[src/logic/qic_pkg.sv]
package qic_pkg;
  // Register map (byte addresses)
  localparam logic [11:0] QIC_IO_CONTROL_OFS = 12'h000;
  localparam logic [11:0] QIC_COND_STATUS_OFS = 12'h004;
  localparam logic [15:0] QIC_IO_CONTROL_RST = 16'h0000;
  // Field positions in encoder_io_control
  localparam int QIC_CAPEN_BIT  = 15;
  localparam int QIC_FLTEN_BIT  = 14;
  localparam int QIC_FDIV_LSB   = 11;
  localparam int QIC_OFUNC_LSB  = 9;
  localparam int QIC_SWAP_BIT   = 8;
  localparam int QIC_HOMEINV_BIT = 7;
  localparam int QIC_IDXINV_BIT  = 6;
  localparam int QIC_BINV_BIT    = 5;
  localparam int QIC_AINV_BIT    = 4;
  localparam int QIC_WR_MASK_W  = 16;
  localparam logic [15:0] QIC_WR_MASK = 16'hFFF0;
  // Filter: consecutive equal samples needed to accept a new level
  localparam int QIC_FILT_SAMPLES = 3;
  localparam int QIC_FDIV_MAX_LOG = 7;

  typedef enum logic [1:0] {
    QIC_OUT_OFF,
    QIC_OUT_GE,
    QIC_OUT_LE,
    QIC_OUT_WIN
  } qic_ofunc_e;

  typedef struct packed {
    logic home;
    logic index;
    logic phase_b;
    logic phase_a;
  } qic_pins_s;

  typedef struct packed {
    logic       position_capture_enable;
    logic       input_filter_enable;
    logic [2:0] filter_clock_divide;
    qic_ofunc_e compare_output_function;
    logic       phase_swap;
    logic       home_input_invert;
    logic       index_input_invert;
    logic       phase_b_invert;
    logic       phase_a_invert;
  } qic_ctrl_s;
endpackage : qic_pkg

[src/logic/qic_filter.sv]
module qic_filter
  import qic_pkg::*;
#(
  parameter int WIDTH   = 4,
  parameter int SAMPLES = QIC_FILT_SAMPLES
) (
  input  wire logic             pclk,    // Clock
  input  wire logic             presetn, // Async reset, low
  input  wire logic             ce,      // Clock enable
  input  wire logic             tick,    // Sample strobe
  input  wire logic [WIDTH-1:0] din,     // Raw inputs
  output logic      [WIDTH-1:0] dout     // Filtered levels
);
  if (WIDTH < 1 || SAMPLES < 2 || SAMPLES > 15) begin : g_bad_param
    $error("qic_filter: WIDTH or SAMPLES out of range");
  end

  for (genvar i = 0; i < WIDTH; i++) begin : g_ch
    logic [3:0] cnt_r, cnt_nxt;
    logic       lvl_r, lvl_nxt;
    always_comb begin
      cnt_nxt = cnt_r;
      lvl_nxt = lvl_r;
      if (tick) begin
        if (din[i] == lvl_r) begin
          cnt_nxt = 4'h0;
        end else if (cnt_r == 4'(SAMPLES - 1)) begin
          // Level must hold for SAMPLES strobes before it is accepted
          lvl_nxt = din[i];
          cnt_nxt = 4'h0;
        end else begin
          cnt_nxt = cnt_r + 4'h1;
        end
      end
    end
    always_ff @(posedge pclk or negedge presetn) begin
      if (!presetn) begin
        cnt_r <= 4'h0;
        lvl_r <= 1'b0;
      end else if (ce) begin
        cnt_r <= cnt_nxt;
        lvl_r <= lvl_nxt;
      end
    end
    assign dout[i] = lvl_r;
  end
endmodule : qic_filter

[src/logic/qic_top.sv]
// Contract
// Filter enable routes inputs through filter
// Divide codes 7..4 give 128..16
// Divide codes 3..1 give 8, 4, 2
// Phase swap exchanges A and B
// Per-input inversion; status shows post-polarity levels
module qic_top
  import qic_pkg::*;
#(
  parameter int POS_W = 16
) (
  input  wire logic             pclk,                // 200 MHz clock
  input  wire logic             presetn,             // Async reset, low
  input  wire logic             ce,                  // Freezes state when low
  input  wire logic             psel,                // APB select
  input  wire logic             penable,             // APB enable
  input  wire logic             pwrite,              // APB direction
  input  wire logic [11:0]      paddr,               // APB byte address
  input  wire logic [31:0]      pwdata,              // APB write data
  input  wire logic [3:0]       pstrb,               // APB byte strobes
  output logic      [31:0]      prdata,              // APB read data
  output logic                  pready,              // APB ready
  output logic                  pslverr,             // APB error
  input  wire qic_pins_s        pins,                // Encoder pins
  input  wire logic [POS_W-1:0] position_counter,    // Counter value
  input  wire logic [POS_W-1:0] greater_equal_compare_value, // Upper compare
  input  wire logic [POS_W-1:0] less_equal_compare_value,    // Lower compare
  output qic_pins_s             decoder_pins,        // Conditioned pins
  output logic                  position_capture_enable, // Capture enable
  output logic                  compare_output_pin   // Compare output
);
  if (POS_W < 1 || POS_W > 32) begin : g_bad_pos_w
    $error("qic_top: POS_W out of range");
  end

  qic_ctrl_s  ctrl_r, ctrl_nxt;
  logic [31:0] prdata_nxt;
  logic       pready_nxt, pslverr_nxt;
  logic [6:0] div_r, div_nxt;
  logic       tick_r, tick_nxt;
  qic_pins_s  pol_in, filt_out, dec_nxt;
  logic       cmp_nxt;
  logic       setup;
  logic       hit_ctl, hit_sts;
  logic [15:0] wr_val;

  assign setup   = psel && !penable;
  assign hit_ctl = paddr == QIC_IO_CONTROL_OFS;
  assign hit_sts = paddr == QIC_COND_STATUS_OFS;

  // APB slave: answer with pready in the access cycle, one wait-free transfer
  always_comb begin
    ctrl_nxt    = ctrl_r;
    prdata_nxt  = prdata;
    pready_nxt  = 1'b0;
    pslverr_nxt = 1'b0;
    // Control struct holds register bits 15:4 only
    wr_val      = {ctrl_r, 4'h0};
    if (pstrb[0]) wr_val[7:0] = pwdata[7:0];
    if (pstrb[1]) wr_val[15:8] = pwdata[15:8];
    if (setup) begin
      pready_nxt  = 1'b1;
      pslverr_nxt = !(hit_ctl || hit_sts);
      prdata_nxt  = 32'h0000_0000;
      if (pwrite) begin
        // Low nibble is read-only pin status
        if (hit_ctl) ctrl_nxt = qic_ctrl_s'(wr_val[15:4]);
      end else if (hit_ctl) begin
        prdata_nxt = {16'h0000, ctrl_r, 4'(dec_nxt)};
      end else if (hit_sts) begin
        prdata_nxt = {28'h0000000, 4'(decoder_pins)};
      end
    end
  end

  always_ff @(posedge pclk or negedge presetn) begin
    if (!presetn) begin
      ctrl_r  <= qic_ctrl_s'(QIC_IO_CONTROL_RST[15:4]);
      prdata  <= 32'h0000_0000;
      pready  <= 1'b0;
      pslverr <= 1'b0;
    end else if (ce) begin
      ctrl_r  <= ctrl_nxt;
      prdata  <= prdata_nxt;
      pready  <= pready_nxt;
      pslverr <= pslverr_nxt;
    end
  end

  // Filter sample strobe; code 000 also divides by 1:1 (every clock)
  always_comb begin
    div_nxt  = div_r + 7'h01;
    tick_nxt = 1'b1;
    unique case (ctrl_r.filter_clock_divide)
      3'h7: tick_nxt = div_r[6:0] == 7'h7F;
      3'h6: tick_nxt = div_r[5:0] == 6'h3F;
      3'h5: tick_nxt = div_r[4:0] == 5'h1F;
      3'h4: tick_nxt = div_r[3:0] == 4'hF;
      3'h3: tick_nxt = div_r[2:0] == 3'h7;
      3'h2: tick_nxt = div_r[1:0] == 2'h3;
      3'h1: tick_nxt = div_r[0];
      3'h0: tick_nxt = 1'b1;
    endcase
  end

  always_ff @(posedge pclk or negedge presetn) begin
    if (!presetn) begin
      div_r  <= 7'h00;
      tick_r <= 1'b0;
    end else if (ce) begin
      div_r  <= div_nxt;
      tick_r <= tick_nxt;
    end
  end

  // Polarity first, so the filter sees the logical level
  always_comb begin
    pol_in.home    = pins.home    ^ ctrl_r.home_input_invert;
    pol_in.index   = pins.index   ^ ctrl_r.index_input_invert;
    pol_in.phase_b = pins.phase_b ^ ctrl_r.phase_b_invert;
    pol_in.phase_a = pins.phase_a ^ ctrl_r.phase_a_invert;
  end

  qic_filter #(
    .WIDTH   (4),
    .SAMPLES (QIC_FILT_SAMPLES)
  ) u_filter (
    .pclk    (pclk),
    .presetn (presetn),
    .ce      (ce),
    .tick    (tick_r),
    .din     (4'(pol_in)),
    .dout    (filt_out)
  );

  always_comb begin
    dec_nxt = ctrl_r.input_filter_enable ? filt_out : pol_in;
    if (ctrl_r.phase_swap) begin
      dec_nxt.phase_a = ctrl_r.input_filter_enable ? filt_out.phase_b : pol_in.phase_b;
      dec_nxt.phase_b = ctrl_r.input_filter_enable ? filt_out.phase_a : pol_in.phase_a;
    end
  end

  always_comb begin
    unique case (ctrl_r.compare_output_function)
      QIC_OUT_GE:  cmp_nxt = position_counter >= greater_equal_compare_value;
      QIC_OUT_LE:  cmp_nxt = position_counter <= less_equal_compare_value;
      QIC_OUT_WIN: cmp_nxt = position_counter >= less_equal_compare_value &&
                             position_counter <= greater_equal_compare_value;
      QIC_OUT_OFF: cmp_nxt = 1'b0;
    endcase
  end

  always_ff @(posedge pclk or negedge presetn) begin
    if (!presetn) begin
      decoder_pins            <= qic_pins_s'(4'h0);
      position_capture_enable <= 1'b0;
      compare_output_pin      <= 1'b0;
    end else if (ce) begin
      decoder_pins            <= dec_nxt;
      position_capture_enable <= ctrl_r.position_capture_enable;
      compare_output_pin      <= cmp_nxt;
    end
  end
endmodule : qic_top

[config.mk]
export PLATFORM = sky130hd
export DESIGN_NAME = qic_top
export DESIGN_NICKNAME = d
export VERILOG_FILES = /design/src/logic/qic_pkg.sv /design/src/logic/qic_filter.sv /design/src/logic/qic_top.sv
export SDC_FILE = /design/constraint.sdc
export NUM_CORES = 1
export LEC_CHECK = 0
export ABC_AREA = 1
export BUFFER_PORTS_ARGS = -buffer_cell sky130_fd_sc_hd__buf_2
export CAP_MARGIN = 20
export CORE_ASPECT_RATIO = 1.75
export CORE_MARGIN = 5
export CORE_UTILIZATION = 55
export CTS_CLUSTER_SIZE = 24
export DETAILED_ROUTE_END_ITERATION = 12
export GPL_TIMING_DRIVEN = 0
export HOLD_SLACK_MARGIN = 0.02
export PLACE_DENSITY_LB_ADDON = 0.08
export SETUP_SLACK_MARGIN = 0.3
export SLEW_MARGIN = 10
export SYNTH_ARGS = -nofsm -noshare
export SYNTH_HDL_FRONTEND = slang
export SYNTH_SLANG_ARGS = --single-unit
[constraint.sdc]
create_clock -name pclk -period 2.4 [get_ports pclk]
set_clock_uncertainty 0.15 [all_clocks]
set_input_delay 0.24 -clock pclk [delete_from_list [all_inputs] [get_ports pclk]]
set_output_delay 0.24 -clock pclk [all_outputs]
set_load 0.02 [all_outputs]
; ---- Word level (Yosys, flattened, before mapping)
; Index checks and enable logic that the tools add are counted.
[totals]
reg_bits = 80
inputBits = 106
out_inout_bits = 40
wordCells = 105
[classes]
n_addsub = 5
order_cmp = 4
n_eq_ne = 25
n_mux = 19
n_bitwise = 8
n_reduce_logical = 16
[ops]
columns = cell, count
row1 = 4-bit 2-to-1 mux, 10
row2 = 16-bit >= comparator, 2
row3 = 16-bit <= comparator, 2
row4 = 16-bit 2-to-1 mux, 2
row5 = 4-bit by 1-bit adder with 4-bit output (second input constant), 4
row6 = 4-bit by 2-bit == test with 1-bit output (second input constant), 4
row7 = 4-bit AND reduction, 4
row8 = 3-bit == test (second input constant), 5
row9 = 12-bit by 3-bit == test with 1-bit output (second input constant), 1
row10 = 12-bit logical NOT, 1
row11 = 5-bit AND reduction, 2
row12 = 1-bit one-hot mux with 8 select lines, 1
row13 = 7-bit by 1-bit adder with 7-bit output (second input constant), 1
row14 = 7-bit == test (second input constant), 1
row15 = 2-bit == test (second input constant), 3
row16 = 3-bit by 2-bit == test with 1-bit output (second input constant), 2
row17 = 6-bit == test (second input constant), 1
row18 = 5-bit == test (second input constant), 1
row19 = 1-bit == test, 4
row20 = 4-bit == test (second input constant), 1
row21 = 1-bit 2-to-1 mux, 4
row22 = 1-bit NOT, 4
row23 = 1-bit one-hot mux with 4 select lines, 1
row24 = 2-bit AND reduction, 2
row25 = other kinds (9), 14

; ---- Depth between registers and ports, before layout
[depth]
ltp_word = 5
ltp_mapped = 16

; ---- Hierarchy
; A second synthesis with hierarchy kept.
[hier_totals]
hier_cells = 565
hier_area_um2 = 4261.6
[by_module_without_submodules]
columns = module, n_inst, cells_per_inst, area_each_um2, seq_area_each_um2
row1 = qic_top, 1, 402, 3085.5, 1101.1
row2 = qic_filter, 1, 163, 1176.1, 500.5

; ---- Worst setup path before layout
; OpenSTA, ideal clock, no wires.
[synth_timing]
path_type = register to register
from = reg div_r[0]
to = reg tick_r
setup_ns = 0.124
arrival_ns = 1.266
t_required_ns = 2.126
slack_ns = 0.860
stages_incl_launch_ff = 9
synth_period_minus_slack_ns = 1.540
cell_sequence = dfrtp_1 -> ha_1 -> nand3_1 -> inv_1 -> ha_1 -> nand3_1 -> o211ai_1 -> o211ai_1 -> nand2_1
[synth_via]
elab_chain_cells = 2
[synth_lines]
columns = item, line
row1 = from (decl), qic_top.sv:39  ; logic [6:0] div_r, div_nxt;
row2 = from (signal assigned), qic_top.sv:111  ; div_r <= div_nxt;
row3 = 7-bit == test (tied with other cells), qic_top.sv:95  ; 3'h7: tick_nxt = div_r[6:0] == 7'h7F;
row4 = 1-bit one-hot mux with 8 select lines (*), qic_top.sv:94  ; unique case (ctrl_r.filter_clock_divide)
row5 = to (signal assigned), qic_top.sv:112  ; tick_r <= tick_nxt;
row6 = to (decl), qic_top.sv:40  ; logic tick_r, tick_nxt;
; Every way passes the cells marked *; elsewhere a longest branch is shown, timed or not.
; A chain may end at the register's enable or synchronous reset.

; ---- Worst setup path in the final report
; Ends and elaborated chain as after synthesis.

==> results.txt <==
Hold WC Path Type - in -> reg
buffers plus inverters on the worst setup path - 1
DRT Pass-1 Iters - 4
Resized cells post-CTS - 0
first-pass GRT wire length - 16600 um
Leak - 3.00 nW
Final period util - 0.705
FF-to-FF setup slack - 0.71 ns
Slew headroom - 0.448
predominant post-synthesis flop cell - dfrtp_1
Cell Pwr Density - 576 mW/mm^2
Die Span X - 75.6 um
Period minus WS final - 1.69 ns
initial antenna violation count - 0
root buffer cell - clkbuf_16
Core Box Area - 0.00746 mm^2
Placed Cells - 707
# Post-CTS Setup Buffers - 0
total congestion overflow - 0
Synth async-reset ratio - 1.00
CP Launch Type - flop
largest net degree at the start of global routing - 65
CTS Sinks - 64
Mapped Area - 0.00414 mm^2
Switch Pwr - 0.771 mW
Synth Instances - 498
commonest cells in the netlist - nand2_1, inv_1, dfrtp_1, ha_1, o21ai_0
CTS clk-pin slew, worst paths - 0.05 ns
Clock Latency Late Sink - 0.32 ns
RSZ-0062 raised after global routing - no
share of layout cells above drive strength 1 - 0.246
die area - 0.00943 mm^2
Final HPWL DP - 7790 um
sequential element share of the synthesized area - 0.387
IO Count - 146
Critical R2R Launch - div_r[0]$_DFFE_PN0P_
Layout fillers - 629
wire per inst - 13.5 um
Max Fanout on Critical Path - 3
Reg power frac - 0.394
Pins Over Slew Limit - 0
final hold violations - 0
DRC viols - 0
Comb pwr share - 0.158
required time worst endpoint - 2.45 ns
worst r2r path cells - 8
final setup TNS - 0 ns
nets@finish - 791
Max Freq - 0.591 GHz
DR vias - 3779
1st-iter DRT viols - 150
drt total wl - 9950 um
clock share of power - 0.449
most frequent cell after synthesis - nand2_1
number of synthesized flops with an enable pin - 0
Yosys reg bits - 64
FP Rows - 42
Synth cell types - 42
r2r endpoint - tick_r$_DFFE_PN0P_
ranking of synthesized cells by area - dfrtp_1, ha_1, nand2_1
remaining antenna violation count - 0
largest area contributor in the netlist - dfrtp_1
crit-path cells - ha_1 > nand3_1 > inv_1 > ha_1 > nand3_1 > o211ai_1 > o211ai_1 > nand2_1
Initial Util - 0.554
Yosys top cell area share - 0.387
clock tree buffer depth - 2
# setup viols final - 0
worst min-delay path startpoint - pwdata[9]
kind of end point of the critical path - flop
IO Port Bufs - 106
H-Tree Depth - 3
syn_area_per_cell - 8.31 um^2
via/cell ratio - 5.14
internal power - 2.27 mW
GP Congestion - 0.858
slowest cell on the critical path - dfrtp_1
worst-margin pin slew - 0.828 ns
max cap viols - 0
YS warnings - 0
switching part of the total - 0.254
status - completed
GRT Overall Usage - 0.226
vias in the first global route - 3916
Final Non-Filler Cells - 735
CTS tree - done
Peak VDD IR - 0.000495 V
CP peak stage delay - 0.41 ns
layout overhead on the synthesized area - 27.5%
antenna diode count - 0
worst hold path depth - 3
CP arrival - 1.74 ns
Top delay family on crit path - adder cells
WS Path Type - reg -> reg
CTS Buf Count - 9
Die Height - 125 um
Hold EP - ctrl_r[5]$_DFFE_PN0P_
==> layout by cell type (no fill, tap or decap), drive strengths merged, types with 2 or more instances in the layout <==
master	count
a21o	2
ha	43
nor3	6
clkbuf	18
xnor2	5
nand4	6
mux2	5
nor4	5
nand3	18
dfrtp	64
or2	4
a32o	12
conb	16
o211ai	4
nand3b	2
buf	129
o21ai	38
nor2	28
nand2	109
a22o	2
dlygate4sd3	12
o2111ai	2
clkinv	2
xor2	11
inv	79
a21oi	18
==> worst min-delay path: stages <==
cell     delay, ns
buf_2         0.07
nand2_1       0.05
o21ai_0       0.08
==> per-layer routing <==
layer | part of all wire | vias up | GRT usage
met5 | 0 | - | 0
met4 | 0.029 | 0 | 0.0927
met3 | 0.053 | 20 | 0.0380
met2 | 0.56 | 96 | 0.424
met1 | 0.35 | 1767 | 0.231
li1 | - | 1896 | -
==> how the worst max path moves through the flow <==
stage | start | end | depth (start not counted)
2_1_floorplan | div_r[0]$_DFFE_PN0P_ | tick_r$_DFFE_PN0P_ | 8
3_3_place_gp | position_counter[15] | compare_output_pin$_DFFE_PN0P_ | 10
3_5_place_dp | less_equal_compare_value[15] | compare_output_pin$_DFFE_PN0P_ | 12
4_1_cts | ctrl_r[0]$_DFFE_PN0P_ | prdata[0]$_DFFE_PN0P_ | 6
5_1_grt | ctrl_r[0]$_DFFE_PN0P_ | prdata[0]$_DFFE_PN0P_ | 6
6_report | div_r[0]$_DFFE_PN0P_ | tick_r$_DFFE_PN0P_ | 8
==> cell families (layout without fill, tap and decap cells) <==
group | count (synthesis) | in the layout | synth area share
AND/OR/NAND/NOR | 179 | 179 | 0.191
multiplexers | 6 | 6 | 0.0160
AO/OA/AOI/OAI | 82 | 82 | 0.123
other | 1 | 16 | 0.000906
XOR/XNOR | 16 | 16 | 0.0339
flip-flops | 64 | 64 | 0.387
adder cells (fa/ha/maj) | 43 | 43 | 0.130
buffers and inverters | 107 | 241 | 0.119
==> stage by stage <==
stage / util / power, mW / area, um^2 / hold WS (ns) / setup slack [ns]
3_5_place_dp: 0.648 / 1.68 / 4840 / 0.241 / 0.631
6_report: 0.707 / 3.04 / 5280 / 0.0244 / 0.709
3_3_place_gp: 0.648 / 1.66 / 4830 / 0.299 / 0.650
4_1_cts: 0.707 / 3.06 / 5280 / 0.0237 / 0.693
5_1_grt: 0.707 / 3.19 / 5280 / 0.0309 / 0.563
2_1_floorplan: - / 1.50 / 4190 / -0.206 / 0.860
==> final cells by class <==
type	count	area [um^2]	area share
inverter	80	305	0.0579
clock inverter	2	35.0	0.00664
timing repair buffer	118	653	0.124
sequential	64	1600	0.304
clock buffer	14	284	0.0538
buffer	27	186	0.0353
multi-input combinational	342	2100	0.398
tap	88	110	0.0209
==> power groups by stage <==
stage	combinational [mW]	sequential, mW	clock (mW)
4_1_cts	0.485	1.19	1.38
5_1_grt	0.559	1.20	1.43
6_report	0.479	1.20	1.36
2_1_floorplan	0.281	1.22	0
3_3_place_gp	0.450	1.21	0
3_5_place_dp	0.467	1.21	0
==> flip-flops by register name (all words and copies together) (netlist names) <==
| register | flops |
|---|---|
| compare_output_pin | 1 |
| ctrl_r | 12 |
| decoder_pins | 4 |
| div_r | 7 |
| position_capture_enable | 1 |
| prdata | 16 |
| pready | 1 |
| pslverr | 1 |
| tick_r | 1 |
| u_filter.g_ch.cnt_r | 16 |
| u_filter.g_ch.lvl_r | 4 |
==> repair_timing <==
action                                  4_1_cts  5_1_grt
hold buffers                                 12        0
endpoints found under the setup margin        0        0
hold endpoints to repair                     75        0
(Power assumes the default switching activity.)
